<file path="src/pkg/clk_switch_pkg.sv">
// constants, codes and helpers shared by the clock switch control block
package clk_switch_pkg;
	localparam int ADDR_W = 4;
	localparam int DATA_W = 16;
	localparam logic [ADDR_W-1:0] REG_CTRL_HI = 4'h0;
	localparam logic [ADDR_W-1:0] REG_CTRL_LO = 4'h1;
	localparam logic [ADDR_W-1:0] REG_PLL_FBD = 4'h2;
	localparam logic [ADDR_W-1:0] REG_TUNE    = 4'h3;
	localparam logic [ADDR_W-1:0] REG_UNLOCK  = 4'h4;
	// key values are arbitrary
	localparam logic [DATA_W-1:0] UNLOCK_KEY_A = 16'h00A5;
	localparam logic [DATA_W-1:0] UNLOCK_KEY_B = 16'h005A;
	localparam int CUR_LSB     = 12;
	localparam int NXT_LSB     = 8;
	localparam int CLOCK_CONFIG_LOCK_BIT = 7;
	localparam int LOCK_BIT    = 5;
	localparam int CF_BIT      = 3;
	localparam int SECONDARY_OSC_ENABLE_BIT = 1;
	localparam int SWITCH_REQUEST_BIT_BIT   = 0;
	localparam int PLL_CODE_W  = 9;
	localparam int TUNE_W      = 6;
	localparam logic [PLL_CODE_W-1:0] PLL_CODE_RST = 9'h030;
	localparam logic [TUNE_W-1:0]     TUNE_RST     = 6'h00;
	localparam logic [3:0] NEW_CLK_WAIT = 4'hA;
	localparam logic [1:0] INIT_CYCLES  = 2'h3;
	localparam logic [1:0] SUBMODE_EC   = 2'h0;
	localparam int SRC_FRC  = 0;
	localparam int SRC_PRI  = 1;
	localparam int SRC_SEC  = 2;
	localparam int SRC_LOW_POWER_RC_OSC = 3;
	localparam int SRC_PLL  = 4;
	localparam int SRC_W    = 5;
	localparam int PIN_W    = 13;
	typedef enum logic [2:0] {
		OSC_FRC = 3'h0, OSC_FRC_PLL = 3'h1, OSC_PRI = 3'h2, OSC_PRI_PLL = 3'h3,
		OSC_SEC = 3'h4, OSC_LOW_POWER_RC_OSC = 3'h5, OSC_FRC_DIV16 = 3'h6, OSC_FRC_DIVN = 3'h7
	} osc_sel_t;

	function automatic logic needs_pll(input logic [2:0] c);
		return (c == OSC_FRC_PLL) || (c == OSC_PRI_PLL);
	endfunction

	function automatic logic is_crystal(input logic [2:0] c, input logic [1:0] sub);
		return (((c == OSC_PRI) || (c == OSC_PRI_PLL)) && (sub != SUBMODE_EC)) || (c == OSC_SEC);
	endfunction

	function automatic logic [SRC_W-1:0] src_need(input logic [2:0] c);
		logic [SRC_W-1:0] m;
		m = '0;
		m[SRC_FRC]  = (c == OSC_FRC) || (c == OSC_FRC_PLL) || (c == OSC_FRC_DIV16)
			|| (c == OSC_FRC_DIVN);
		m[SRC_PRI]  = (c == OSC_PRI) || (c == OSC_PRI_PLL);
		m[SRC_SEC]  = (c == OSC_SEC);
		m[SRC_LOW_POWER_RC_OSC] = (c == OSC_LOW_POWER_RC_OSC);
		m[SRC_PLL]  = needs_pll(c);
		return m;
	endfunction
endpackage

</file>
<file path="src/pkg/switch_if.sv">
// signals between the register side and the switch sequencer
`timescale 1ns/1ps
interface switch_if;
	logic       go;
	logic       abort_sw;
	logic [2:0] cur_osc;
	logic [2:0] nxt_osc;
	logic [1:0] submode;
	logic       ost_done;
	logic       pll_lock;
	logic       new_clk;
	logic       redundant;
	logic       begin_sw;
	logic       done;
	logic       busy;
	logic [2:0] target;
	modport ctrl (output go, abort_sw, cur_osc, nxt_osc, submode, ost_done, pll_lock,
		new_clk, input redundant, begin_sw, done, busy, target);
	modport seq (input go, abort_sw, cur_osc, nxt_osc, submode, ost_done, pll_lock,
		new_clk, output redundant, begin_sw, done, busy, target);
endinterface

</file>
<file path="src/design/clock_switch_failsafe_ctrl.sv">
// oscillator control registers, clock switch handling and fail-safe fallback
// How it works
// (RULE1) feedback multiplier is a 9-bit code in bits 8:0, multiplier is code plus two
// (RULE2) multiplier and tuning registers reset only at power-on, multiplier code 48
// (RULE3) 6-bit signed tuning code trims the fast RC in steps of about 0.375%
// (RULE4) switching and fail-safe monitor work only with the switch fuse at zero
// (RULE5) with switching off, next select is ignored and current follows the fuses
// (RULE6) with switching off, the switch request bit stays zero
// (RULE7) software unlocks, writes next select, unlocks, then sets the request bit
// (RULE8) request with next equal to current clears the request and aborts
// (RULE9) a valid switch clears the pll lock status and clock fail flag
// (RULE10) new source is started; wait start-up timer for crystals, lock for pll
// (RULE11) after ready, count ten new clock cycles before handing over
// (RULE12) on handover clear the request bit and copy next into current
// (RULE13) old source stops, except low-power rc if needed or secondary if enabled
// (RULE14) the processor keeps running during the whole switch
// (RULE15) software never switches directly between the two pll modes
// (RULE16) primary submode comes from fuses and software cannot change it
// (RULE17) with fail-safe monitor on, low-power rc runs except in sleep
// (RULE18) on clock failure raise a trap and fall back to the fast rc
// (RULE19) if pll was in use, fall back to fast rc with pll
// (RULE20) select codes: frc, frc pll, pri, pri pll, sec, low_power_rc_osc, frc/16, frc/n
// (RULE21) clock lock bit with monitor-select fuse one freezes clock and pll setup
// (RULE22) clock fail flag is set by the monitor; software reads or clears it
// (RULE23) control register bytes are writable only right after the key unlock
`timescale 1ns/1ps
module clock_switch_failsafe_ctrl
	import clk_switch_pkg::*;
(
	input  wire logic                  clk,
	input  wire logic                  rst,
	input  wire logic [ADDR_W-1:0]     addr,
	input  wire logic [DATA_W-1:0]     wdata,
	input  wire logic                  wr_en,
	input  wire logic                  rd_en,
	output logic      [DATA_W-1:0]     rdata_ff,
	input  wire logic                  switch_enable_fuse,
	input  wire logic                  monitor_select_fuse,
	input  wire logic [2:0]            initial_osc_select_fuse,
	input  wire logic [1:0]            primary_submode_fuse,
	input  wire logic                  ost_done,
	input  wire logic                  pll_lock,
	input  wire logic                  new_clk,
	input  wire logic                  osc_fail,
	input  wire logic                  wdt_en,
	input  wire logic                  sleep_mode,
	output logic      [2:0]            sys_clk_sel_ff,
	output logic      [SRC_W-1:0]      src_en_ff,
	output logic      [PLL_CODE_W-1:0] pll_multiplier_code_ff,
	output logic      [TUNE_W-1:0]     rc_tune_code_ff,
	output logic      [1:0]            primary_submode_ff,
	output logic                       fail_trap_ff
);
	// ****************************************
	// pin synchronisation
	// ****************************************
	logic [PIN_W-1:0] pin_s;
	logic             sw_fuse_s;
	logic             mon_fuse_s;
	logic [2:0]       init_osc_s;
	logic [1:0]       submode_s;
	logic             ost_s;
	logic             pll_lock_s;
	logic             new_clk_s;
	logic             fail_s;
	logic             wdt_s;
	logic             sleep_s;

	pin_sync #(.W(PIN_W)) u_sync (
		.clk         (clk),
		.rst         (rst),
		.pin_in      ({switch_enable_fuse, monitor_select_fuse, initial_osc_select_fuse,
			primary_submode_fuse, ost_done, pll_lock, new_clk, osc_fail, wdt_en,
			sleep_mode}),
		.pin_sync_ff (pin_s)
	);

	assign {sw_fuse_s, mon_fuse_s, init_osc_s, submode_s, ost_s, pll_lock_s, new_clk_s,
		fail_s, wdt_s, sleep_s} = pin_s;

	// ****************************************
	// control state
	// ****************************************
	logic [2:0] nxt_osc_ff;
	logic       clock_config_lock_ff;
	logic       lock_ff;
	logic       cf_ff;
	logic       secondary_osc_enable_ff;
	logic       switch_request_bit_ff;
	logic       go_ff;
	logic       key_seen_ff;
	logic       armed_ff;
	logic       fail_prev_ff;
	logic [1:0] init_cnt_ff;
	logic       init_done;
	logic       sw_en;
	logic       fail_safe_clock_monitor_en;
	logic       cfg_locked;
	logic       hi_wr;
	logic       lo_wr;
	logic       fail_evt;
	logic       set_req;
	logic [2:0] fallback;
	logic [DATA_W-1:0] ctrl_word;

	switch_if swi ();

	assign init_done  = (init_cnt_ff == INIT_CYCLES);
	assign sw_en      = !sw_fuse_s; // RULE4
	assign fail_safe_clock_monitor_en    = sw_en && !mon_fuse_s; // RULE4
	assign cfg_locked = clock_config_lock_ff && mon_fuse_s; // RULE21
	assign hi_wr      = wr_en && armed_ff && (addr == REG_CTRL_HI); // RULE23
	assign lo_wr      = wr_en && armed_ff && (addr == REG_CTRL_LO); // RULE23
	assign fail_evt   = fail_safe_clock_monitor_en && init_done && fail_s && !fail_prev_ff;
	assign set_req    = lo_wr && sw_en && !cfg_locked && wdata[SWITCH_REQUEST_BIT_BIT] && !swi.busy;
	assign fallback   = needs_pll(sys_clk_sel_ff) ? OSC_FRC_PLL : OSC_FRC; // RULE19 RULE20
	assign ctrl_word  = {1'b0, sys_clk_sel_ff, 1'b0, nxt_osc_ff, clock_config_lock_ff, 1'b0, lock_ff,
		1'b0, cf_ff, 1'b0, secondary_osc_enable_ff, switch_request_bit_ff};

	assign swi.go       = go_ff;
	assign swi.abort_sw = fail_evt;
	assign swi.cur_osc  = sys_clk_sel_ff;
	assign swi.nxt_osc  = nxt_osc_ff;
	assign swi.submode  = primary_submode_ff;
	assign swi.ost_done = ost_s;
	assign swi.pll_lock = pll_lock_s;
	assign swi.new_clk  = new_clk_s;

	osc_switch_seq u_seq (
		.clk (clk),
		.rst (rst),
		.sw  (swi.seq)
	);

	// fuses settle through the synchroniser before they are trusted
	always_ff @(posedge clk or posedge rst)
	begin
		if (rst)
			init_cnt_ff <= '0;
		else if (!init_done)
			init_cnt_ff <= init_cnt_ff + 2'h1;
	end

	always_ff @(posedge clk or posedge rst)
	begin
		if (rst)
			primary_submode_ff <= SUBMODE_EC;
		else if (!init_done)
			primary_submode_ff <= submode_s; // RULE16
	end

	// ****************************************
	// key unlock
	// ****************************************
	always_ff @(posedge clk or posedge rst)
	begin
		if (rst)
		begin
			key_seen_ff <= 1'b0;
			armed_ff    <= 1'b0;
		end
		else if (wr_en || rd_en)
		begin
			key_seen_ff <= wr_en && (addr == REG_UNLOCK) && (wdata == UNLOCK_KEY_A); // RULE23
			armed_ff    <= key_seen_ff && wr_en && (addr == REG_UNLOCK)
				&& (wdata == UNLOCK_KEY_B); // RULE23
		end
	end

	// ****************************************
	// oscillator control fields
	// ****************************************
	always_ff @(posedge clk or posedge rst)
	begin
		if (rst)
			nxt_osc_ff <= OSC_FRC;
		else if (!init_done)
			nxt_osc_ff <= init_osc_s;
		else if (fail_evt)
			nxt_osc_ff <= fallback;
		else if (hi_wr && !cfg_locked) // RULE21
			nxt_osc_ff <= wdata[NXT_LSB +: 3];
	end

	always_ff @(posedge clk or posedge rst)
	begin
		if (rst)
		begin
			clock_config_lock_ff <= 1'b0;
			secondary_osc_enable_ff <= 1'b0;
		end
		else if (lo_wr)
		begin
			if (!cfg_locked) // RULE21
				clock_config_lock_ff <= wdata[CLOCK_CONFIG_LOCK_BIT];
			secondary_osc_enable_ff <= wdata[SECONDARY_OSC_ENABLE_BIT];
		end
	end

	always_ff @(posedge clk or posedge rst)
	begin
		if (rst)
		begin
			switch_request_bit_ff <= 1'b0;
			go_ff    <= 1'b0;
		end
		else
		begin
			go_ff <= set_req;
			if (!sw_en)
				switch_request_bit_ff <= 1'b0; // RULE6
			else if (swi.redundant || swi.done || fail_evt)
				switch_request_bit_ff <= 1'b0; // RULE8 RULE12
			else if (set_req)
				switch_request_bit_ff <= 1'b1;
		end
	end

	// the monitor set wins over a software clear in the same cycle
	always_ff @(posedge clk or posedge rst)
	begin
		if (rst)
			cf_ff <= 1'b0;
		else if (fail_evt)
			cf_ff <= 1'b1; // RULE22
		else if (swi.begin_sw)
			cf_ff <= 1'b0; // RULE9
		else if (lo_wr && !wdata[CF_BIT])
			cf_ff <= 1'b0; // RULE22
	end

	always_ff @(posedge clk or posedge rst)
	begin
		if (rst)
			lock_ff <= 1'b0;
		else if (swi.begin_sw)
			lock_ff <= 1'b0; // RULE9
		else
			lock_ff <= pll_lock_s && src_en_ff[SRC_PLL];
	end

	// ****************************************
	// clock selection and fail-safe
	// ****************************************
	always_ff @(posedge clk or posedge rst)
	begin
		if (rst)
			sys_clk_sel_ff <= OSC_FRC;
		else if (!init_done || !sw_en)
			sys_clk_sel_ff <= init_osc_s; // RULE5
		else if (fail_evt)
			sys_clk_sel_ff <= fallback; // RULE18 RULE19
		else if (swi.done)
			sys_clk_sel_ff <= swi.target; // RULE12
	end

	always_ff @(posedge clk or posedge rst)
	begin
		if (rst)
		begin
			fail_prev_ff <= 1'b0;
			fail_trap_ff <= 1'b0;
		end
		else
		begin
			fail_prev_ff <= fail_s;
			fail_trap_ff <= fail_evt; // RULE18
		end
	end

	// the outgoing source drops the cycle after the current select takes the target, two cycles after the sequencer stops holding it
	always_ff @(posedge clk or posedge rst)
	begin
		if (rst)
			src_en_ff <= '0;
		else
		begin
			src_en_ff <= src_need(sys_clk_sel_ff) // RULE13
				| (swi.busy ? src_need(swi.target) : '0) // RULE10
				| (secondary_osc_enable_ff ? src_need(OSC_SEC) : '0)
				| ((wdt_s || (fail_safe_clock_monitor_en && !sleep_s)) ? src_need(OSC_LOW_POWER_RC_OSC) : '0); // RULE17
		end
	end

	// ****************************************
	// pll and tuning registers
	// ****************************************
	always_ff @(posedge clk or posedge rst)
	begin
		if (rst)
		begin
			pll_multiplier_code_ff <= PLL_CODE_RST; // RULE2
			rc_tune_code_ff        <= TUNE_RST; // RULE2
		end
		else if (wr_en)
		begin
			if ((addr == REG_PLL_FBD) && !cfg_locked) // RULE21
				pll_multiplier_code_ff <= wdata[PLL_CODE_W-1:0]; // RULE1
			if (addr == REG_TUNE)
				rc_tune_code_ff <= wdata[TUNE_W-1:0]; // RULE3
		end
	end

	// ****************************************
	// read port, never stalls the processor
	// ****************************************
	always_ff @(posedge clk or posedge rst)
	begin
		if (rst)
			rdata_ff <= '0;
		else if (rd_en) // RULE14
		begin
			if ((addr == REG_CTRL_HI) || (addr == REG_CTRL_LO))
				rdata_ff <= ctrl_word;
			else if (addr == REG_PLL_FBD)
				rdata_ff <= {{(DATA_W-PLL_CODE_W){1'b0}}, pll_multiplier_code_ff};
			else if (addr == REG_TUNE)
				rdata_ff <= {{(DATA_W-TUNE_W){1'b0}}, rc_tune_code_ff};
			else
				rdata_ff <= '0;
		end
	end

	// ****************************************
	// checks
	// ****************************************
	chk_switch_request_bit_held_low: assert property (@(posedge clk) disable iff (rst) // RULE6
		!sw_en |=> !switch_request_bit_ff)
		else $error("request bit set while switching disabled");
	chk_cur_follows_fuse: assert property (@(posedge clk) disable iff (rst) // RULE5
		(init_done && !sw_en) |=> sys_clk_sel_ff == $past(init_osc_s))
		else $error("current select not from fuses");
	chk_fail_fallback: assert property (@(posedge clk) disable iff (rst) // RULE18
		fail_evt |=> fail_trap_ff && sys_clk_sel_ff == (needs_pll($past(sys_clk_sel_ff))
			? OSC_FRC_PLL : OSC_FRC))
		else $error("wrong fail-safe fallback");
	chk_cf_set: assert property (@(posedge clk) disable iff (rst) // RULE22
		fail_evt |=> cf_ff ##1 (cf_ff || $past(lo_wr) || $past(swi.begin_sw)))
		else $error("clock fail flag not set");
	chk_begin_clears: assert property (@(posedge clk) disable iff (rst) // RULE9
		(swi.begin_sw && !fail_evt) |=> !cf_ff && !lock_ff)
		else $error("switch start did not clear status");
	chk_cfg_frozen: assert property (@(posedge clk) disable iff (rst) // RULE21
		(cfg_locked && init_done && !fail_evt) |=> $stable(pll_multiplier_code_ff)
			&& $stable(nxt_osc_ff))
		else $error("locked configuration changed");
	chk_done_update: assert property (@(posedge clk) disable iff (rst) // RULE12
		(swi.done && sw_en && !fail_evt) |=> !switch_request_bit_ff && sys_clk_sel_ff == $past(swi.target))
		else $error("handover did not update status");
	chk_fail_safe_clock_monitor_low_power_rc_osc: assert property (@(posedge clk) disable iff (rst) // RULE17
		(fail_safe_clock_monitor_en && !sleep_s) |=> src_en_ff[SRC_LOW_POWER_RC_OSC])
		else $error("low-power rc stopped under monitor");
endmodule

</file>
<file path="src/design/osc_switch_seq.sv">
// clock switch sequencer: compare, wait ready, count new clock, hand over
`timescale 1ns/1ps
module osc_switch_seq
	import clk_switch_pkg::*;
(
	input wire logic clk,
	input wire logic rst,
	switch_if.seq    sw
);
	typedef enum logic [1:0] {ST_IDLE = 2'b00, ST_WAIT_RDY = 2'b01, ST_COUNT = 2'b10} seq_st_t;
	seq_st_t    st_ff;
	logic [3:0] cnt_ff;
	logic       clk_prev_ff;
	logic       new_edge;
	logic       ready;

	assign new_edge = sw.new_clk && !clk_prev_ff;
	assign ready = (!needs_pll(sw.target) || sw.pll_lock)
		&& (!is_crystal(sw.target, sw.submode) || sw.ost_done);
	assign sw.busy = (st_ff != ST_IDLE);

	always_ff @(posedge clk or posedge rst)
	begin
		if (rst)
			clk_prev_ff <= 1'b0;
		else
			clk_prev_ff <= sw.new_clk;
	end

	always_ff @(posedge clk or posedge rst)
	begin
		if (rst)
		begin
			st_ff        <= ST_IDLE;
			cnt_ff       <= '0;
			sw.target    <= OSC_FRC;
			sw.redundant <= 1'b0;
			sw.begin_sw  <= 1'b0;
			sw.done      <= 1'b0;
		end
		else
		begin
			sw.redundant <= 1'b0;
			sw.begin_sw  <= 1'b0;
			sw.done      <= 1'b0;
			if (sw.abort_sw)
				st_ff <= ST_IDLE;
			else
				case (st_ff)
					ST_IDLE:
						if (sw.go && (sw.nxt_osc == sw.cur_osc))
							sw.redundant <= 1'b1; // RULE8
						else if (sw.go)
						begin
							sw.begin_sw <= 1'b1; // RULE9
							sw.target   <= sw.nxt_osc;
							st_ff       <= ST_WAIT_RDY;
						end
					ST_WAIT_RDY:
						if (ready) // RULE10
						begin
							cnt_ff <= '0;
							st_ff  <= ST_COUNT;
						end
					ST_COUNT:
						if (new_edge && (cnt_ff == NEW_CLK_WAIT - 4'h1)) // RULE11
						begin
							sw.done <= 1'b1;
							st_ff   <= ST_IDLE;
						end
						else if (new_edge)
							cnt_ff <= cnt_ff + 4'h1;
					default:
						st_ff <= ST_IDLE;
				endcase
		end
	end

	chk_redundant_abort: assert property (@(posedge clk) disable iff (rst) // RULE8
		(st_ff == ST_IDLE && sw.go && !sw.abort_sw && sw.nxt_osc == sw.cur_osc)
		|=> sw.redundant && !sw.busy)
		else $error("redundant switch not aborted");
	chk_wait_ready: assert property (@(posedge clk) disable iff (rst) // RULE10
		(st_ff == ST_WAIT_RDY && !ready) |=> st_ff != ST_COUNT)
		else $error("left wait state before source ready");
	chk_count_ten: assert property (@(posedge clk) disable iff (rst) // RULE11
		sw.done |-> $past(st_ff) == ST_COUNT && $past(cnt_ff) == NEW_CLK_WAIT - 4'h1)
		else $error("handover before ten new clock cycles");
endmodule

</file>
<file path="src/design/pin_sync.sv">
// two-stage synchroniser for pin inputs
`timescale 1ns/1ps
module pin_sync
	import clk_switch_pkg::*;
#(
	parameter int W = PIN_W
)(
	input  wire logic         clk,
	input  wire logic         rst,
	input  wire logic [W-1:0] pin_in,
	output logic      [W-1:0] pin_sync_ff
);
	logic [W-1:0] meta_ff;

	always_ff @(posedge clk or posedge rst)
	begin
		if (rst)
		begin
			meta_ff     <= '0;
			pin_sync_ff <= '0;
		end
		else
		begin
			meta_ff     <= pin_in;
			pin_sync_ff <= meta_ff;
		end
	end
endmodule

</file>
<file path="config.mk">
export PLATFORM = sky130hd
export DESIGN_NAME = clock_switch_failsafe_ctrl
export DESIGN_NICKNAME = d
export VERILOG_FILES = /design/src/pkg/clk_switch_pkg.sv /design/src/pkg/switch_if.sv /design/src/design/clock_switch_failsafe_ctrl.sv /design/src/design/osc_switch_seq.sv /design/src/design/pin_sync.sv
export SDC_FILE = /design/constraint.sdc
export NUM_CORES = 1
export LEC_CHECK = 0
export BUFFER_PORTS_ARGS = -buffer_cell sky130_fd_sc_hd__buf_2
export CAP_MARGIN = 20
export CORE_MARGIN = 8
export CORE_UTILIZATION = 33
export DETAILED_ROUTE_END_ITERATION = 7
export HOLD_SLACK_MARGIN = 0.06
export PLACE_DENSITY_LB_ADDON = 0.25
export RECOVER_POWER = 50
export SLEW_MARGIN = 5
export SYNTH_ARGS = -nofsm -noshare
export SYNTH_HDL_FRONTEND = slang
export SYNTH_SLANG_ARGS = --single-unit
</file>
<file path="constraint.sdc">
create_clock -name clk -period 5.68 [get_ports clk]
set_input_delay 0 -clock clk [delete_from_list [all_inputs] [get_ports clk]]
set_output_delay 0 -clock clk [all_outputs]
set_load 0.01 [all_outputs]
</file>
## Word level (Yosys, flattened, before mapping)

Cells that the tools add are included.

- Equal/unequal tests: 33
- Reduce and logical (&&, ||, !) cells: 73
- $add $sub $neg: 2
- Mux-type cells: 40
- Bitwise logic cells: 6

Operator list:

| cell | count |
|---|---|
| logical AND 1 bit | 27 |
| equality test 3 bit (second input constant) | 8 |
| two-way mux 3 bit | 7 |
| logical OR 1 bit | 19 |
| two-way mux 1 bit | 18 |
| equality test 16 x 7 -> 1 bit (second input constant) | 1 |
| equality test 16 x 8 -> 1 bit (second input constant) | 1 |
| two-way mux 4 bit | 4 |
| two-way mux 15 bit | 1 |
| equality test 3 x 2 -> 1 bit (second input constant) | 4 |
| zero test 1 bit | 11 |
| two-way mux 2 bit | 5 |
| two-way mux 9 bit | 1 |
| nonzero test 3 bit | 3 |
| equality test 4 x 2 -> 1 bit (second input constant) | 2 |
| case mux 4 bit (2 select lines) | 1 |
| AND reduction 4 bit | 2 |
| equality test 3 x 1 -> 1 bit (second input constant) | 2 |
| zero test 3 bit | 2 |
| two-way mux 6 bit | 1 |
| inequality test 3 x 2 -> 1 bit (second input constant) | 2 |
| inequality test 3 bit (second input constant) | 2 |
| case mux 2 bit (3 select lines) | 1 |
| AND reduction 2 bit | 3 |
| 20 further kinds | 26 |

- Register bits after elaboration: 95
- Input port bits: 37

## Longest topological paths before layout

- Word-level depth: 10
- Mapped depth: 7
- Depth with buffers taken out: 7

## Cells and area by module

A second synthesis with hierarchy kept.

- Cells, all modules: 317
- Area, all modules: 3811.2 um^2

Modules (own cells, without submodules):

| module | area an instance (um^2) | cells each | instances | seq. area each (um^2) |
|---|---|---|---|---|
| clock_switch_failsafe_ctrl | 2484.9 | 227 | 1 | 1353.8 |
| osc_switch_seq | 671.9 | 63 | 1 | 325.3 |
| pin_sync | 654.4 | 27 | 1 | 650.6 |

## Worst setup path before layout

Ideal clock, no wire load.

- Path kind: register -> register
- From: reg init_cnt_ff[0]
- To: reg u_seq.cnt_ff[3]
- Clock period less this slack: 1838 ps
- Arrival time: 1759 ps
- Path slack: 3842 ps
- Setup time: 79 ps
- Path buffers: 0
- Cell stages (with the launch flop): 7
- Cells stage by stage: dfrtp_1 > ha_1 > nand2b_1 > or4b_4 > o2111ai_1 > or4_1 > mux2i_1

- Word-level cells in the longest chain between the ends: 6

RTL lines:

| item | line | RTL |
|---|---|---|
| start: declaration | clock_switch_failsafe_ctrl.sv:94 | `logic [1:0] init_cnt_ff;` |
| start signal: assignment | clock_switch_failsafe_ctrl.sv:141 | `init_cnt_ff <= init_cnt_ff + 2'h1;` |
| equality test 2 bit | clock_switch_failsafe_ctrl.sv:108 | `assign init_done = (init_cnt_ff == INIT_CYCLES);` |
| logical AND 1 bit (3 in series) | clock_switch_failsafe_ctrl.sv:114 | `assign fail_evt = fail_safe_clock_monitor_en && init_done && fail_s && !fail_prev_ff;` |
| inverter 1 bit (no source line) | -- |  |
| AND reduction 5 bit (no source line) | -- |  |
| end signal: assignment | osc_switch_seq.sv:72 | `cnt_ff <= cnt_ff + 4'h1;` |
| end: declaration | osc_switch_seq.sv:12 | `logic [3:0] cnt_ff;` |

Every way passes these cells.
A chain may end at the register's enable or synchronous reset.

## Final worst setup path

- From: reg init_cnt_ff[0]
- To: reg u_seq.sw.target[1]

- Word-level cells in the longest chain between the ends: 6

RTL lines:

| item | line | RTL |
|---|---|---|
| equality test 2 bit | clock_switch_failsafe_ctrl.sv:108 |  |
| logical AND 1 bit (3 in series) | clock_switch_failsafe_ctrl.sv:114 |  |
| inverter 1 bit (no source line) | -- |  |
| AND reduction 4 bit (no source line) | -- |  |
| end signal: assignment | osc_switch_seq.sv:56 | `sw.target <= sw.nxt_osc;` |
| end: declaration | switch_if.sv:20 | `new_clk, output redundant, begin_sw, done, busy, target);` |

Every way passes these cells.

==> flow_metrics.env <==
export IMPL_routed_wl_um=9300
export IMPL_cp_arrival_ps=2630
export IMPL_wl_per_cell_um=16.4
export IMPL_syn_area_um2=3780
export IMPL_drive_gt1_share_pct=19.8
export IMPL_dieHeight_um=123
export IMPL_grt_max_degree=51
export IMPL_worst_path_max_fanout=13
export IMPL_cts_root_buf="clkbuf_16"
export IMPL_coreArea_um2=11300
export IMPL_yosys_warnings=0
export IMPL_drv_cap=1
export IMPL_io_buffers=76
export IMPL_synthMuxAreaShare_pct=7.57
export IMPL_fin_cells=568
export IMPL_drt_iter0_markers=168
export IMPL_die_area_um2=15200
export IMPL_cp_required_ps=5910
export IMPL_io_pins=79
export IMPL_p_total_mw=1.57
export IMPL_final_nets=464
export IMPL_power_leakage_nw=2.11
export IMPL_grt_pass1_vias=2947
export IMPL_postSynthCellCount=313
export IMPL_worstSkewPairLatency_ps=340
export IMPL_rr_worst_depth=5
export IMPL_areaGrowthSynthToFinish_pct=28.4
export IMPL_start_util_pct=33.4
export IMPL_fin_area_um2=4860
export IMPL_synth_top_family_by_area="simple AND/OR/NAND/NOR gates"
export IMPL_final_period_utilization_pct=42.3
export IMPL_cts_num_sinks=93
export IMPL_dp_hpwl_um=6700
export IMPL_antenna_found_initial=0
export IMPL_synth_seq_cells=93
export IMPL_p_per_area_nw_per_um2=323
export IMPL_violations="capacitance limit, slew limit"
export IMPL_via_per_inst=4.86
export IMPL_cts_tree="yes"
export IMPL_place_congestion=0.766
export IMPL_drtPass1Iterations=5
export IMPL_slew_headroom_pct=-30.2
export IMPL_grt_overflow=0
export IMPL_crit_type="reg -> reg"
export IMPL_post_route_min_period_ps=2400
export IMPL_synthSimpleGateAreaFrac_pct=14.0
export IMPL_track_usage_pct=13.1
export IMPL_rows=39
export IMPL_drv_slew=45
export IMPL_outcome="complete, but fails checks"
export IMPL_worst_slew_pin_slew_ps=1940
export IMPL_min_path_type="in -> reg"
export IMPL_clk_pin_slew_ps=70
export IMPL_final_setup_skew_ps=3.27
export IMPL_synth_edf_count=0
export IMPL_tns_ps=0
export IMPL_ir_drop_v=0.000131
export IMPL_fmax_mhz=416
export IMPL_place_inst=523
export IMPL_drt_antenna_violating_nets=0
export IMPL_synthArstFlopShare_pct=100
export IMPL_fillers=1123
export IMPL_ys_types=51
export IMPL_place_area_um2=4290
export IMPL_die_w_um=123
export IMPL_cts_buffers=9
export IMPL_rsz0062_at_grt="false"
export IMPL_setup_viol=0
export IMPL_avgSynthCellArea_um2=12.1
export IMPL_drc=0
export IMPL_start_kind="flip-flop"
export IMPL_seq_area_frac_synth_pct=61.6
export IMPL_final_cell_mix="91 x dfrtp_1, 38 x buf_2, 38 x clkbuf_1, 29 x dlygate4sd3_1, 26 x nand2_1"
export IMPL_endpoint_kind="flip-flop"
export IMPL_hold_viol=0
export IMPL_grt_pass1_wl_um=15300
export IMPL_holdPathStages=3
export IMPL_vias=2759
export IMPL_final_common_cell="dfrtp_1"
export IMPL_synthAdderAreaFrac_pct=2.31
export IMPL_h_tree_depth=3
export IMPL_yosys_most_used_dff="dfrtp_1"
export IMPL_synth_compound_area_share_pct=9.88
export IMPL_post_cts_setup_buffers=0
export IMPL_antennaDiodeCount=0
export IMPL_synth_xor_area_share_pct=1.16
export IMPL_clock_path_buffers=2
per-stage QoR:
step	setup slack (ps)	hold WS, ps	utilization (%)
2_1_floorplan	3260	31.4	-
3_3_place_gp	3370	109	37.9
3_5_place_dp	3290	109	37.9
4_1_cts	3270	89.4	43.3
5_1_grt	3070	114	42.9
6_report	3280	104	42.9
critical path, stage by stage (launching register included):
cell	delay [ps]
dfrtp_1	370
ha_1	420
nand2b_1	230
or4b_4	640
nand4_1	260
mux2_2	360
final cells by class:
cell class	count	area, um2	share of cell area [%]
well taps	143	179	3.68
inverters	18	68.8	1.42
repair buffers	106	631	13.0
clock inverters	7	97.6	2.01
flip-flops and latches	93	2330	48.0
multi-input cells	192	1330	27.3
clock buffers	9	225	4.64
repair_timing:
item	CTS	global route
hold buffers	29	0
hold endpoints to repair	77	0
gates resized for setup	0	0
routing by layer:
layer  track usage, %  up-vias  share of wire, %
li1                 -     1329                 -
met1             17.4     1336                46
met2             19.4       85                46
met3             4.02        9               6.5
met4             5.49        0               1.5
met5                0        -                 0
power by group:
part	internal, mW	total (mW)	switching, mW
Sequential	0.716	0.758	0.0423
Combinational	0.0749	0.166	0.0907
Clock	0.388	0.644	0.257
worst paths after layout:
path / startpoint / endpoint / slack (ps)
worst max-delay path: init_cnt_ff[0] / u_seq.sw.target[1] / 3280
worst min-delay path: addr[0] / go_ff / 100
worst max register to register: init_cnt_ff[0] / u_seq.sw.target[1] / 3280
worst min register to register: u_sync.meta_ff[0] / u_sync.pin_sync_ff[0] / 350
max in group asynchronous: rst / u_seq.cnt_ff[2] / 3640
min in group asynchronous: rst / rc_tune_code_ff[4] / 670
Yosys cell counts, types with 2 or more instances:
| cell | number | area (um2) |
|---|---|---|
| dfstp_2 | 2 | 52.6 |
| xnor2_1 | 4 | 35.0 |
| nor2_1 | 19 | 71.3 |
| a221oi_1 | 5 | 43.8 |
| or4_1 | 2 | 15.0 |
| nor2b_1 | 10 | 62.6 |
| inv_1 | 17 | 63.8 |
| nand3_1 | 10 | 50.1 |
| o41ai_1 | 2 | 17.5 |
| a31oi_1 | 2 | 12.5 |
| mux2_2 | 21 | 236 |
| a211oi_1 | 6 | 45.0 |
| nand4b_1 | 2 | 17.5 |
| clkbuf_1 | 7 | 26.3 |
| mux2i_1 | 5 | 50.1 |
| ha_1 | 7 | 87.6 |
| nand2b_1 | 3 | 18.8 |
| o21ai_0 | 15 | 75.1 |
| nor3_1 | 7 | 35.0 |
| nand2_1 | 26 | 97.6 |
| o22ai_1 | 4 | 25.0 |
| a21oi_1 | 3 | 15.0 |
| o31ai_1 | 4 | 30.0 |
| a22oi_1 | 4 | 30.0 |
| nand4_1 | 5 | 31.3 |
| nor4b_1 | 4 | 35.0 |
| buf_4 | 2 | 15.0 |
| dfrtp_1 | 91 | 2280 |
| buf_6 | 2 | 22.5 |
cell families (layout without fill, tap and decap cells):
group	count (synthesis)	in the layout
flip-flops	93	93
other	1	2
adder cells (fa/ha/maj)	7	7
buffers and inverters	29	140
XOR/XNOR	5	5
multiplexers	26	26
AND/OR/NAND/NOR	98	98
AO/OA/AOI/OAI	54	54
registers in the layout, indices dropped and copies added (netlist names), 3 cells and up:
name and cells:
nxt_osc_ff 3, u_sync.pin_sync_ff 13, pll_multiplier_code_ff 9, src_en_ff 5, rdata_ff 14, rc_tune_code_ff 6
u_seq.sw.target 3, u_seq.cnt_ff 4, sys_clk_sel_ff 3, u_sync.meta_ff 13
No activity file was read; power rests on OpenSTA's default activity.
